<file path="src/include/eivs_defines.svh">
// Purpose: Offsets, field positions, reset values and counts for eivs.
// Assumes: Register offsets are word indexes; byte address is index * 4.
// Notes:   Included by its bare name from the package, the checker and the bench.
`ifndef EIVS_DEFINES_SVH
`define EIVS_DEFINES_SVH

// ----------------------------------------------------------------------
// Register indexes
// ----------------------------------------------------------------------
`define EIVS_IDX_PC_FLAG      8'h3B
`define EIVS_IDX_EXT_FLAG     8'h3C
`define EIVS_IDX_EXT_MASK     8'h3D
`define EIVS_IDX_MCU_CTRL     8'h55
`define EIVS_IDX_PC_ENABLE    8'h68
`define EIVS_IDX_SENSE_LOW    8'h69
`define EIVS_IDX_SENSE_HIGH   8'h6A
`define EIVS_IDX_PC_MASK0     8'h6B
`define EIVS_IDX_PC_MASK1     8'h6C
`define EIVS_IDX_PC_MASK2     8'h6D

// ----------------------------------------------------------------------
// Fields and reset values
// ----------------------------------------------------------------------
`define EIVS_MCU_UNLOCK_BIT   0
`define EIVS_MCU_SELECT_BIT   1
`define EIVS_RESET_BYTE       8'h00
`define EIVS_SENSE_LEVEL      2'h0
`define EIVS_SENSE_ANY        2'h1
`define EIVS_SENSE_FALL       2'h2
`define EIVS_SENSE_RISE       2'h3

// ----------------------------------------------------------------------
// Vector placement and timing
// ----------------------------------------------------------------------
`define EIVS_APP_BASE         17'h00000
`define EIVS_BOOT_BASE_8K     17'h1F000
`define EIVS_BOOT_BASE_4K     17'h1F800
`define EIVS_BOOT_BASE_2K     17'h1FC00
`define EIVS_BOOT_BASE_1K     17'h1FE00
`define EIVS_VEC_ENTRY_WORDS  17'h00002
`define EIVS_UNLOCK_CYCLES    3'h4

`endif

</file>
<file path="src/include/eivs_pkg.sv">
// Purpose: Types shared by the eivs block.
// Assumes: Constants live in eivs_defines.svh.
// Notes:   Nothing here is imported; users write eivs_pkg::name.
`include "eivs_defines.svh"

package eivs_pkg;

    // Unlock sequence states, Gray coded along idle, open, hold.
    typedef enum logic [1:0] {
        EIVS_IDLE = 2'h0,
        EIVS_OPEN = 2'h1,
        EIVS_HOLD = 2'h3
    } eivs_state_t;

    // One bit per request source, external pins then pin-change groups.
    typedef struct packed {
        logic [2:0] pc;
        logic [7:0] ext;
    } eivs_irq_t;

endpackage : eivs_pkg

</file>
<file path="src/logic/eivs_top.sv">
// Purpose: External interrupt front end with vector table placement.
// Assumes: APB slave, zero wait states; pins synchronous to i_ref_clk.
// Notes:   Pin activity is sampled every clock so detection never waits
//          for the I/O clock enable, except the clocked upper edges.
// Notes on behaviour
// - Select zero puts vectors at flash start, one at boot start.
// - Boot start, hence relocated base, follows the boot size fuses.
// - Eight Kbyte boot section gives base 0x1F000, two words per entry.
// - Unlock clears itself after four cycles or on the select write.
// - Requests blocked from unlock until after next instruction, or four.
// - Blocking leaves the global interrupt enable untouched.
// - Boot vectors plus app lock suppress requests while in application.
// - App vectors plus boot lock suppress requests while in boot code.
// - Pin activity triggers even when pins are driven as outputs.
// - Group two covers inputs 23:16, one 15:8, zero 7:0.
// - Per-group masks choose which pins feed each group.
// - Pin changes are caught without needing the I/O clock.
// - Each pin senses low, any change, fall or rise; low reg 3:0, high reg 7:4.
// - Level mode keeps requesting while the pin stays low.
// - Edges on inputs 7:4 are seen only while the I/O clock runs.
// - Levels on all pins and edges on 3:0 need no I/O clock.
// - No I/O clock in deep sleep disables the clocked edge detection.
// - Level that vanishes before start-up ends raises no request.
// - Sense codes: 00 low, 01 any change, 10 falling, 11 rising.
// - Flags set on trigger, clear on vectoring or a written one.
// - Flags of level sensed pins are held clear.
// - Request needs its mask bit and the global enable.
//
// The register addresses and the APB slave port were left to the implementer.
`timescale 1ns/10ps
`default_nettype none

module eivs_top #(
    parameter int ADDR_W = 12
) (
    input  wire logic              i_ref_clk,
    input  wire logic              i_reset_n,
    input  wire logic              psel,
    input  wire logic              penable,
    input  wire logic              pwrite,
    input  wire logic [ADDR_W-1:0] paddr,
    input  wire logic [31:0]       pwdata,
    output logic      [31:0]       prdata,
    output logic                   pready,
    output logic                   pslverr,
    input  wire logic [7:0]        i_ext_irq_pins,
    input  wire logic [23:0]       i_pin_change_inputs,
    input  wire logic              i_io_clk_en,
    input  wire logic              i_startup_done,
    input  wire logic              i_global_irq_enable,
    input  wire logic [1:0]        i_boot_size_fuses,
    input  wire logic              i_app_side_lock_bit,
    input  wire logic              i_boot_side_lock_bit,
    input  wire logic              i_exec_in_boot,
    input  wire logic              i_instr_done,
    input  wire logic [10:0]       i_irq_ack,
    output eivs_pkg::eivs_irq_t    o_irq_req,
    output logic      [16:0]       o_vector_base,
    output logic      [16:0]       o_vector_addr,
    output logic                   o_irq_blocked
);

    // ------------------------------------------------------------------
    // State
    // ------------------------------------------------------------------
    eivs_pkg::eivs_state_t state_reg, state_next;
    eivs_pkg::eivs_irq_t   req_reg, req_next;
    logic [2:0]  count_reg, count_next;
    logic        select_reg, select_next;
    logic        unlock_reg, unlock_next;
    logic [7:0]  mask_reg, mask_next;
    logic [7:0]  flag_reg, flag_next;
    logic [7:0]  sense_lo_reg, sense_lo_next;
    logic [7:0]  sense_hi_reg, sense_hi_next;
    logic [2:0]  pc_en_reg, pc_en_next;
    logic [2:0]  pc_flag_reg, pc_flag_next;
    logic [23:0] pc_mask_reg, pc_mask_next;
    logic [7:0]  ext_s1_reg, ext_s2_reg, ext_prev_reg, ext_prev_next;
    logic [23:0] pc_s1_reg, pc_s2_reg, pc_prev_reg;
    logic [31:0] rdata_reg, rdata_next;
    logic        err_reg, err_next;
    logic        ready_reg;
    logic        blocked_reg, blocked_next;
    logic [16:0] base_reg, base_next;
    logic [16:0] vaddr_reg, vaddr_next;

    // ------------------------------------------------------------------
    // Bus decode
    // ------------------------------------------------------------------
    logic [7:0] idx;
    logic       aligned;
    logic       setup_ph;
    logic       wr_ph;
    logic [7:0] wbyte;

    assign idx      = paddr[9:2];
    assign aligned  = (paddr[1:0] == 2'h0) && (paddr[ADDR_W-1:10] == '0);
    assign setup_ph = psel && !penable;
    assign wr_ph    = psel && penable && pwrite && aligned;
    assign wbyte    = pwdata[7:0];

    // Decode one index into a hit flag; unmapped words answer an error.
    function automatic logic mapped(input logic [7:0] i);
        case (i)
            `EIVS_IDX_PC_FLAG, `EIVS_IDX_EXT_FLAG, `EIVS_IDX_EXT_MASK,
            `EIVS_IDX_MCU_CTRL, `EIVS_IDX_PC_ENABLE, `EIVS_IDX_SENSE_LOW,
            `EIVS_IDX_SENSE_HIGH, `EIVS_IDX_PC_MASK0, `EIVS_IDX_PC_MASK1,
            `EIVS_IDX_PC_MASK2: mapped = 1'b1;
            default:            mapped = 1'b0;
        endcase
    endfunction : mapped

    // ------------------------------------------------------------------
    // Next-state logic
    // ------------------------------------------------------------------
    // Requests use the next blocking state, so the unlock write itself
    // already blocks and no request slips out on that edge.
    always_comb begin
        logic [1:0]  mode;
        logic        pin;
        logic        old;
        logic        hit;
        logic [23:0] toggles;
        logic        suppress;
        logic        sel_wr;
        int          k;
        mode          = 2'h0;
        pin           = 1'b0;
        old           = 1'b0;
        hit           = 1'b0;
        toggles       = 24'h000000;
        suppress      = 1'b0;
        sel_wr        = 1'b0;
        k             = 0;
        state_next    = state_reg;
        count_next    = count_reg;
        select_next   = select_reg;
        unlock_next   = unlock_reg;
        mask_next     = mask_reg;
        sense_lo_next = sense_lo_reg;
        sense_hi_next = sense_hi_reg;
        pc_en_next    = pc_en_reg;
        pc_mask_next  = pc_mask_reg;
        flag_next     = flag_reg;
        pc_flag_next  = pc_flag_reg;
        ext_prev_next = ext_prev_reg;

        // Plain control registers.
        if (wr_ph) begin
            case (idx)
                `EIVS_IDX_EXT_MASK:   mask_next = wbyte;
                `EIVS_IDX_SENSE_LOW:  sense_lo_next = wbyte;
                `EIVS_IDX_SENSE_HIGH: sense_hi_next = wbyte;
                `EIVS_IDX_PC_ENABLE:  pc_en_next = wbyte[2:0];
                `EIVS_IDX_PC_MASK0:   pc_mask_next[7:0] = wbyte;
                `EIVS_IDX_PC_MASK1:   pc_mask_next[15:8] = wbyte;
                `EIVS_IDX_PC_MASK2:   pc_mask_next[23:16] = wbyte;
                default:              ;
            endcase
        end

        sel_wr = wr_ph && (idx == `EIVS_IDX_MCU_CTRL);
        case (state_reg)
            eivs_pkg::EIVS_IDLE: begin
                if (sel_wr && wbyte[`EIVS_MCU_UNLOCK_BIT]) begin
                    state_next  = eivs_pkg::EIVS_OPEN;
                    unlock_next = 1'b1;
                    count_next  = `EIVS_UNLOCK_CYCLES - 3'h1;
                end
            end
            eivs_pkg::EIVS_OPEN: begin
                if (sel_wr && !wbyte[`EIVS_MCU_UNLOCK_BIT]) begin
                    select_next = wbyte[`EIVS_MCU_SELECT_BIT];
                    unlock_next = 1'b0;
                    state_next  = eivs_pkg::EIVS_HOLD;
                end else if (sel_wr) begin
                    count_next  = `EIVS_UNLOCK_CYCLES - 3'h1;
                end else if (count_reg == 3'h0) begin
                    unlock_next = 1'b0;
                    state_next  = eivs_pkg::EIVS_IDLE;
                end else begin
                    count_next  = count_reg - 3'h1;
                end
            end
            eivs_pkg::EIVS_HOLD: begin
                if (i_instr_done) begin
                    state_next = eivs_pkg::EIVS_IDLE;
                end
            end
            default: begin
                state_next  = eivs_pkg::EIVS_IDLE;
                unlock_next = 1'b0;
            end
        endcase

        if (wr_ph && idx == `EIVS_IDX_EXT_FLAG) begin
            flag_next = flag_next & ~wbyte;
        end
        if (wr_ph && idx == `EIVS_IDX_PC_FLAG) begin
            pc_flag_next = pc_flag_next & ~wbyte[2:0];
        end
        flag_next    = flag_next & ~i_irq_ack[7:0];
        pc_flag_next = pc_flag_next & ~i_irq_ack[10:8];

        ext_prev_next[3:0] = ext_s2_reg[3:0];
        if (i_io_clk_en) begin
            ext_prev_next[7:4] = ext_s2_reg[7:4];
        end

        for (k = 0; k < 8; k++) begin
            mode = (k < 4) ? sense_lo_reg[2*(k%4) +: 2]
                           : sense_hi_reg[2*(k%4) +: 2];
            pin  = ext_s2_reg[k];
            old  = ext_prev_reg[k];
            hit  = 1'b0;
            if (k < 4 || i_io_clk_en) begin
                case (mode)
                    `EIVS_SENSE_ANY:  hit = pin ^ old;
                    `EIVS_SENSE_FALL: hit = old && !pin;
                    `EIVS_SENSE_RISE: hit = pin && !old;
                    default:          hit = 1'b0;
                endcase
            end
            // Set wins over any clear in the same cycle.
            // level mode flag clear
            flag_next[k] = (flag_next[k] || hit)
                        && (mode != `EIVS_SENSE_LEVEL);
        end

        toggles = (pc_s2_reg ^ pc_prev_reg) & pc_mask_reg;
        pc_flag_next = pc_flag_next
                     | {|toggles[23:16], |toggles[15:8], |toggles[7:0]};

        blocked_next = (state_next != eivs_pkg::EIVS_IDLE);

        suppress = (select_next && i_app_side_lock_bit && !i_exec_in_boot)
                || (!select_next && i_boot_side_lock_bit && i_exec_in_boot);

        for (k = 0; k < 8; k++) begin
            mode = (k < 4) ? sense_lo_reg[2*(k%4) +: 2]
                           : sense_hi_reg[2*(k%4) +: 2];
            if (mode == `EIVS_SENSE_LEVEL) begin
                req_next.ext[k] = !ext_s2_reg[k] && i_startup_done;
            end else begin
                req_next.ext[k] = flag_next[k];
            end
        end
        req_next.ext = req_next.ext & mask_reg;
        req_next.pc  = pc_flag_next & pc_en_reg;
        if (!i_global_irq_enable || blocked_next || suppress) begin
            req_next = '0;
        end

        if (!select_next) begin
            base_next = `EIVS_APP_BASE;
        end else begin
            case (i_boot_size_fuses)
                2'h0:    base_next = `EIVS_BOOT_BASE_8K;
                2'h1:    base_next = `EIVS_BOOT_BASE_4K;
                2'h2:    base_next = `EIVS_BOOT_BASE_2K;
                default: base_next = `EIVS_BOOT_BASE_1K;
            endcase
        end

        // Lowest index wins; entry zero is reset, sources start at one.
        vaddr_next = base_next;
        for (k = 10; k >= 0; k--) begin
            if (req_next[k]) begin
                vaddr_next = base_next
                           + `EIVS_VEC_ENTRY_WORDS * 17'(k + 1);
            end
        end

        // Read data is latched in the setup phase; zero wait states.
        rdata_next = rdata_reg;
        err_next   = err_reg && !(psel && penable);
        if (setup_ph) begin
            err_next   = !aligned || !mapped(idx);
            rdata_next = 32'h00000000;
            case (aligned ? idx : 8'h00)
                `EIVS_IDX_PC_FLAG:    rdata_next[2:0] = pc_flag_reg;
                `EIVS_IDX_EXT_FLAG:   rdata_next[7:0] = flag_reg;
                `EIVS_IDX_EXT_MASK:   rdata_next[7:0] = mask_reg;
                `EIVS_IDX_MCU_CTRL:   rdata_next[1:0] = {select_reg,
                                                         unlock_reg};
                `EIVS_IDX_PC_ENABLE:  rdata_next[2:0] = pc_en_reg;
                `EIVS_IDX_SENSE_LOW:  rdata_next[7:0] = sense_lo_reg;
                `EIVS_IDX_SENSE_HIGH: rdata_next[7:0] = sense_hi_reg;
                `EIVS_IDX_PC_MASK0:   rdata_next[7:0] = pc_mask_reg[7:0];
                `EIVS_IDX_PC_MASK1:   rdata_next[7:0] = pc_mask_reg[15:8];
                `EIVS_IDX_PC_MASK2:   rdata_next[7:0] = pc_mask_reg[23:16];
                default:              rdata_next = 32'h00000000;
            endcase
        end
    end

    // ------------------------------------------------------------------
    // Registers
    // ------------------------------------------------------------------
    // two-flop pin synchroniser
    // Only the second stage feeds detection; the first is read only by the second.
    always_ff @(posedge i_ref_clk) begin
        if (!i_reset_n) begin
            ext_s1_reg   <= 8'hFF;
            ext_s2_reg   <= 8'hFF;
            ext_prev_reg <= 8'hFF;
            pc_s1_reg    <= 24'h000000;
            pc_s2_reg    <= 24'h000000;
            pc_prev_reg  <= 24'h000000;
        end else begin
            ext_s1_reg   <= i_ext_irq_pins;
            ext_s2_reg   <= ext_s1_reg;
            ext_prev_reg <= ext_prev_next;
            pc_s1_reg    <= i_pin_change_inputs;
            pc_s2_reg    <= pc_s1_reg;
            pc_prev_reg  <= pc_s2_reg;
        end
    end

    // Control, flags and outputs.
    always_ff @(posedge i_ref_clk) begin
        if (!i_reset_n) begin
            state_reg    <= eivs_pkg::EIVS_IDLE;
            count_reg    <= 3'h0;
            select_reg   <= 1'b0;
            unlock_reg   <= 1'b0;
            mask_reg     <= `EIVS_RESET_BYTE;
            flag_reg     <= `EIVS_RESET_BYTE;
            sense_lo_reg <= `EIVS_RESET_BYTE;
            sense_hi_reg <= `EIVS_RESET_BYTE;
            pc_en_reg    <= 3'h0;
            pc_flag_reg  <= 3'h0;
            pc_mask_reg  <= 24'h000000;
            req_reg      <= '0;
            rdata_reg    <= 32'h00000000;
            err_reg      <= 1'b0;
            ready_reg    <= 1'b0;
            blocked_reg  <= 1'b0;
            base_reg     <= `EIVS_APP_BASE;
            vaddr_reg    <= `EIVS_APP_BASE;
        end else begin
            state_reg    <= state_next;
            count_reg    <= count_next;
            select_reg   <= select_next;
            unlock_reg   <= unlock_next;
            mask_reg     <= mask_next;
            flag_reg     <= flag_next;
            sense_lo_reg <= sense_lo_next;
            sense_hi_reg <= sense_hi_next;
            pc_en_reg    <= pc_en_next;
            pc_flag_reg  <= pc_flag_next;
            pc_mask_reg  <= pc_mask_next;
            req_reg      <= req_next;
            rdata_reg    <= rdata_next;
            err_reg      <= err_next;
            ready_reg    <= 1'b1;
            blocked_reg  <= blocked_next;
            base_reg     <= base_next;
            vaddr_reg    <= vaddr_next;
        end
    end

    assign prdata        = rdata_reg;
    assign pready        = ready_reg;
    assign pslverr       = err_reg;
    assign o_irq_req     = req_reg;
    assign o_vector_base = base_reg;
    assign o_vector_addr = vaddr_reg;
    assign o_irq_blocked = blocked_reg;

endmodule : eivs_top

`default_nettype wire

</file>
<file path="config.mk">
export PLATFORM = sky130hd
export DESIGN_NAME = eivs_top
export DESIGN_NICKNAME = d
export VERILOG_FILES = /design/src/include/eivs_pkg.sv /design/src/logic/eivs_top.sv
export VERILOG_INCLUDE_DIRS = /design/src /design/src/include
export SDC_FILE = /design/constraint.sdc
export NUM_CORES = 1
export LEC_CHECK = 0
export BUFFER_PORTS_ARGS = -buffer_cell sky130_fd_sc_hd__buf_2
export CORE_UTILIZATION = 59
export DETAILED_ROUTE_END_ITERATION = 12
export PLACE_DENSITY = 0.86
export SYNTH_ARGS = -nofsm -noshare
export SYNTH_HDL_FRONTEND = slang
export SYNTH_SLANG_ARGS = --single-unit
</file>
<file path="constraint.sdc">
create_clock -name i_ref_clk -period 4.9 [get_ports i_ref_clk]
set_input_delay 1.47 -clock i_ref_clk [delete_from_list [all_inputs] [get_ports i_ref_clk]]
set_output_delay 1.47 -clock i_ref_clk [all_outputs]
set_load 0.01 [all_outputs]
</file>
==> results of run 1 <==
## cell type report
cell class	count	area, um^2	area share (%)
Clock buffer	18	439	4.68
Clock inverter	14	170	1.81
Inverter	29	109	1.16
Multi-Input combinational cell	589	3900	41.5
Sequential cell	194	3880	41.4
Tap cell	180	225	2.40
Timing Repair Buffer	127	658	7.01
## critical path: stages
cell and delay (ns):
buf_2 0.10, or4_4 0.65, nor3_4 0.20, buf_4 0.20, nand2_1 0.36, nor2_1 0.61
nand2_1 0.12, a21oi_1 0.14
## metal layers
| layer | vias to the layer above | wire length, um | share of wire, % |
|---|---|---|---|
| met1 | 3026 | 7310 | 39 |
| met3 | 52 | 1690 | 9.0 |
| met4 | 0 | 707 | 3.8 |
| li1 | 3076 | - | - |
| met2 | 364 | 9020 | 48 |
| met5 | - | 0 | 0 |
## placed cells by master (no fill, tap or decap), types with 5 or more instances in the layout
| cell type | instances |
|---|---|
| a211oi_1 | 5 |
| a21oi_1 | 41 |
| a221oi_1 | 11 |
| a222oi_1 | 5 |
| a22o_1 | 7 |
| a22oi_1 | 14 |
| a31oi_1 | 7 |
| and2_1 | 78 |
| and3_1 | 6 |
| buf_2 | 118 |
| buf_4 | 9 |
| clkbuf_16 | 17 |
| conb_1 | 38 |
| dfxtp_1 | 194 |
| ha_1 | 18 |
| inv_1 | 28 |
| mux2_2 | 9 |
| mux2i_1 | 39 |
| nand2_1 | 45 |
| nand2b_1 | 31 |
| nor2_1 | 74 |
| nor2b_1 | 9 |
| nor3_1 | 9 |
| o211ai_1 | 8 |
| o21ai_0 | 37 |
| xor2_1 | 24 |
## cell usage after synthesis (5+ instances only)
cell type  count
dfxtp_1      194
and2_1        78
nor2_1        74
buf_4         56
nand2_1       45
a21oi_1       41
mux2i_1       39
o21ai_0       37
nand2b_1      31
inv_1         28
clkbuf_1      27
xor2_1        24
ha_1          18
a22oi_1       14
a221oi_1      11
mux2_2         9
nor2b_1        9
nor3_1         9
o211ai_1       8
a22o_1         7
a31oi_1        7
and3_1         6
a211oi_1       5
a222oi_1       5
buf_2          5
## worst max-delay path by stage
| stage | startpoint | slack, ns | endpoint | cells after the start |
|---|---|---|---|---|
| finish | paddr[1] | 1.41 | sense_lo_reg[2] | 8 |
| global route | paddr[1] | 1.35 | o_vector_addr[2] | 8 |
| CTS | paddr[1] | 1.47 | o_vector_addr[2] | 8 |
| detailed placement | paddr[1] | 1.03 | sense_lo_reg[2] | 8 |
| global placement | paddr[1] | 1.06 | o_vector_addr[2] | 8 |
| floorplan | paddr[1] | 1.45 | o_vector_addr[1] | 9 |
## kinds of logic after synthesis
kind of cell	count (synthesis)	synth area share, %
buffers and inverters	121	8.15
DFF	194	46.7
muxes	51	6.72
xor gates and xnor gates	24	2.53
adders and majority gates	18	2.71
and+or+nand+nor	291	19.5
other	1	0.0451
AOI/OAI and AO/OA	167	13.7
## metrics by stage
stage                     hold WS [ns]  utilization [%]
after floorplan                  0.386                -
after detailed placement         0.392             63.5
final                            0.409             67.9
after CTS                        0.414             67.9
after global placement           0.392             63.5
after global routing             0.433             67.9
## power by group through the flow
stage	registers (mW)	logic, mW	clock network, mW
final	1.63	0.181	1.41
after detailed placement	1.67	0.177	0
after floorplan	1.66	0.131	0
after global placement	1.66	0.173	0
after global routing	1.63	0.199	1.50
after CTS	1.63	0.179	1.43
==> results.sh, run 1 <==
export IMPL_intPower_mw=2.46
export IMPL_timing_rr_end="o_vector_addr[2]"
export IMPL_path_class="in -> reg"
export IMPL_outcome="complete, but fails checks"
export IMPL_vias=6518
export IMPL_maxSlewHeadroom_pct=47.4
export IMPL_cts_root_buf="clkbuf_16"
export IMPL_worst_pin_slew_ns=0.787
export IMPL_cts_resized=0
export IMPL_min_period_over_period_pct=71.2
export IMPL_ys_seq_elements=194
export IMPL_setup_ws_ns=1.41
export IMPL_required_ns=5.27
export IMPL_hold_buffers=0
export IMPL_grt_use_met3_pct=7.50
export IMPL_grt_use_total_pct=26.5
export IMPL_synth_top_area_cell="dfxtp_1"
export IMPL_holdCritPathClass="reg -> reg"
export IMPL_yosys_warnings=0
export IMPL_clkLatencyLatePin_ns=0.44
export IMPL_dp_hpwl_mm=13.0
export IMPL_post_cts_setup_buffers=0
export IMPL_die_h_um=121
export IMPL_grt_max_degree=92
export IMPL_path_max_fanout=19
export IMPL_clock_skew_ns=0.0101
export IMPL_diodes=0
export IMPL_use_met1_pct=31.2
export IMPL_busiest_layer="met2"
export IMPL_place_area_mm2=0.00877
export IMPL_wl_per_cell_um=16.3
export IMPL_maxSlewViolCount=0
export IMPL_start_kind="input pin"
export IMPL_drc_errors=2
export IMPL_instances_no_fill=1151
export IMPL_power_share_combinational_pct=5.6
export IMPL_post_drt_via_cell_ratio=5.66
export IMPL_netSwitchingFraction_pct=23.6
export IMPL_violations="DRC"
export IMPL_nets=1077
export IMPL_synth_edf_count=0
export IMPL_p_sw_mw=0.759
export IMPL_hold_viol=0
export IMPL_min_period_ns=3.49
export IMPL_netlist_area_leader_share_pct=46.7
export IMPL_drv_cap=0
export IMPL_die_area_mm2=0.0146
export IMPL_drive_above_1_share_pct=19.5
export IMPL_yosysSeqAreaShare_pct=46.7
export IMPL_setup_viol=0
export IMPL_port_buffer_count=118
export IMPL_netlist_area_mm2=0.00832
export IMPL_ys_flop_type="dfxtp_1"
export IMPL_drt_first_pass_iters=9
export IMPL_wl_mm=18.7
export IMPL_cts_buffers=17
export IMPL_htreeDepth=4
export IMPL_holdPathEnd="ext_s2_reg[3]"
export IMPL_dp_cells=1119
export IMPL_clk_pin_slew_ns=0.07
export IMPL_core_area_mm2=0.0138
export IMPL_synth_cells=867
export IMPL_r2r_setup_slack_ns=2.51
export IMPL_seq_power_share_pct=50.6
export IMPL_peakVddDrop_v=0.000296
export IMPL_yosysUniqueCellTypes=69
export IMPL_syn_to_final_growth_pct=12.8
export IMPL_grt_util_met2_pct=44.1
export IMPL_fin_setup_tns_ns=0
export IMPL_p_clk_share_pct=43.8
export IMPL_pre_cts_ws_ns=1.03
export IMPL_clockBufferDepth=2
export IMPL_rsz0062_at_grt="false"
export IMPL_rows=43
export IMPL_leakagePower_nw=4.11
export IMPL_end_kind="register"
export IMPL_p_per_area_mw_per_mm2=344
export IMPL_grt_overflow=0
export IMPL_fmax_mhz=287
export IMPL_min_from="ext_s1_reg[3]"
export IMPL_grt_pass1_vias=5946
export IMPL_syn_area_per_cell_um2=9.60
export IMPL_grt_pass1_wl_mm=29.4
export IMPL_fillerInstances=1052
export IMPL_clkSinkCount=194
export IMPL_start_util_pct=60.2
export IMPL_arrival_ns=3.86
export IMPL_ys_async_sr_fraction_pct=0
export IMPL_antenna_found_initial=0
export IMPL_ant_nets=0
export IMPL_final_area_mm2=0.00938
export IMPL_cts_tree="yes"
export IMPL_drt_iter0_drc=716
export IMPL_reg2reg_depth=9
export IMPL_r2r_start="count_reg[0]"
export IMPL_io_pin_count=181
export IMPL_synthTopCellsByArea="dfxtp_1 (47%), and2_1 (5.9%), buf_4 (5.1%), mux2i_1 (4.7%), nor2_1 (3.3%)"
export IMPL_place_gp_congestion=0.893
export IMPL_die_width_um=121
export IMPL_power_mw=3.22
export IMPL_hold_depth=1
No activity file was read; power rests on OpenSTA's default activity.
==> run 2, diff against run 1 <==
CORE_UTILIZATION = 54   (was 59)
PLACE_DENSITY = 0.79   (was 0.86)
clock period = 3.51 ns   (was 4.9 ns; I/O delays follow)
==> run 2 against run 1 <==
- the run now ends clean
- die area grew 9.1%
- first-iteration DRC count decreased by 28%
- global-route usage fell by 2.3 points
- register-to-register slack lost 1.1 ns
- hold slack worse by 0.0042 ns
- non-clock buffer count up 15
- clock skew is 0.00099 ns higher
- sequential share of layout area decreased by 0.43 points
- worst setup slack worse by 0.85 ns
- critical path type unchanged
- highest routed layer unchanged
==> results.sh, run 2 (synthesis results as in run 1) <==
export IMPL_min_period_over_period_pct=84.0
export IMPL_fin_util_pct=62.6
export IMPL_pre_cts_ws_ns=0.116
export IMPL_grt_overflow=0
export IMPL_io_pin_count=181
export IMPL_ant_nets=0
export IMPL_hold_buffers=0
export IMPL_fillerInstances=1265
export IMPL_maxSlewHeadroom_pct=51.9
export IMPL_final_cell_mix="dfxtp_1 (194), buf_2 (118), and2_1 (78)"
export IMPL_place_gp_congestion=0.902
export IMPL_rows=45
export IMPL_drc_errors=0
export IMPL_required_ns=3.89
export IMPL_die_width_um=126
export IMPL_path_class="in -> reg"
export IMPL_drive_above_1_share_pct=20.7
export IMPL_multi_input_area_mm2=0.00390
export IMPL_clkSinkCount=194
export IMPL_cts_buffers=17
export IMPL_intPower_mw=3.30
export IMPL_clkLatencyLatePin_ns=0.44
export IMPL_grt_pass1_wl_mm=29.7
export IMPL_power_share_combinational_pct=5.9
export IMPL_grt_use_total_pct=24.2
export IMPL_antenna_found_initial=0
export IMPL_cp_startpoint="paddr[1]"
export IMPL_clockBufferDepth=2
export IMPL_r2r_start="count_reg[0]"
export IMPL_netSwitchingFraction_pct=24.2
export IMPL_htreeDepth=4
export IMPL_worst_pin_slew_ns=0.720
export IMPL_p_clk_share_pct=41.8
export IMPL_cts_tree="yes"
export IMPL_min_period_ns=2.95
export IMPL_cts_resized=0
export IMPL_dp_hpwl_mm=13.1
export IMPL_fin_setup_tns_ns=0
export IMPL_end_kind="register"
export IMPL_die_h_um=126
export IMPL_seq_power_share_pct=52.3
export IMPL_post_cts_setup_buffers=0
export IMPL_die_area_mm2=0.0159
export IMPL_instances_no_fill=1174
export IMPL_p_per_area_mw_per_mm2=459
export IMPL_clk_pin_slew_ns=0.07
export IMPL_port_buffer_count=118
export IMPL_layout_commonest_cell="dfxtp_1"
export IMPL_hold_viol=0
export IMPL_start_util_pct=54.9
export IMPL_start_kind="input pin"
export IMPL_drt_first_pass_iters=5
export IMPL_grt_pass1_vias=5997
export IMPL_p_sw_mw=1.05
export IMPL_clock_skew_ns=0.0111
export IMPL_wl_mm=18.6
export IMPL_seqCellArea_mm2=0.00388
export IMPL_fmax_mhz=339
export IMPL_setup_ws_ns=0.560
export IMPL_core_area_mm2=0.0151
export IMPL_maxSlewViolCount=0
export IMPL_nets=1092
export IMPL_grt_max_degree=74
export IMPL_diodes=0
export IMPL_wl_per_cell_um=15.9
export IMPL_syn_to_final_growth_pct=14.0
export IMPL_min_from="ext_s1_reg[6]"
export IMPL_dp_cells=1142
export IMPL_drv_cap=0
export IMPL_peakVddDrop_v=0.000381
export IMPL_drt_iter0_drc=515
export IMPL_path_max_fanout=12
export IMPL_vias=6422
export IMPL_post_drt_via_cell_ratio=5.47
export IMPL_cts_root_buf="clkbuf_16"
export IMPL_setup_viol=0
export IMPL_arrival_ns=3.33
export IMPL_leakagePower_nw=4.16
export IMPL_rsz0062_at_grt="false"
export IMPL_holdCritPathClass="reg -> reg"
export IMPL_hold_slack_ns=0.405
export IMPL_outcome="completed"
[run 2: cell types whose count changed in the layout (fill, tap and decap cells not counted)]
cell | before | now
clkinvlp_4 | 2 | 5
buf_4 | 9 | 22
bufinv_16 | 2 | 0
clkinv_4 | 4 | 3
buf_12 | 0 | 2
inv_6 | 3 | 4
inv_8 | 3 | 2
[run 2: path summary, 6_finish.rpt]
kind | end | slack [ns] | cells after the start
worst min-delay path | ext_s2_reg[6] | 0.40 | 1
worst min register to register | ext_s2_reg[6] | 0.40 | 1
worst max register to register | o_vector_addr[2] | 1.40 | 10
worst max-delay path | o_vector_addr[4] | 0.56 | 9
[run 2: stage by stage]
step | total power, mW | area, um^2
finish | 4.35 | 9480
global route | 4.50 | 9480
CTS | 4.38 | 9480
detailed placement | 2.58 | 8920
global placement | 2.57 | 8920
floorplan | 2.51 | 8460
[run 2: critical path, stage by stage]
cell and delay [ns]:
buf_2 0.10, or4_4 0.64, nor4_4 0.34, buf_12 0.18
a211oi_1 0.07, o311a_1 0.40, nand2b_4 0.17, nor3b_2 0.20
and3_1 0.16
[run 2: power groups by stage]
stage | combinational, mW | clock, mW | sequential (mW)
after floorplan | 0.184 | 0 | 2.32
final | 0.256 | 1.82 | 2.27
after CTS | 0.255 | 1.85 | 2.27
after global placement | 0.250 | 0 | 2.32
after detailed placement | 0.254 | 0 | 2.33
after global routing | 0.283 | 1.94 | 2.28
[run 2: cell type report]
| cell class | instances | area share [%] |
|---|---|---|
| clock buffer | 18 | 4.63 |
| clock inverter | 14 | 1.28 |
| inverter | 29 | 1.15 |
| multi-input combinational | 589 | 41.1 |
| sequential | 194 | 41.0 |
| tap | 188 | 2.48 |
| timing repair buffer | 142 | 8.39 |
[run 2: metal layers]
layer / wire [um] / vias up / GRT usage [%] / share of wire, %
li1: - / 3104 / - / -
met1: 7580 / 2966 / 28.8 / 41
met2: 8980 / 305 / 40.9 / 48
met3: 1430 / 47 / 5.52 / 7.7
met4: 617 / 0 / 12.5 / 3.3
met5: 0 / - / 0 / 0
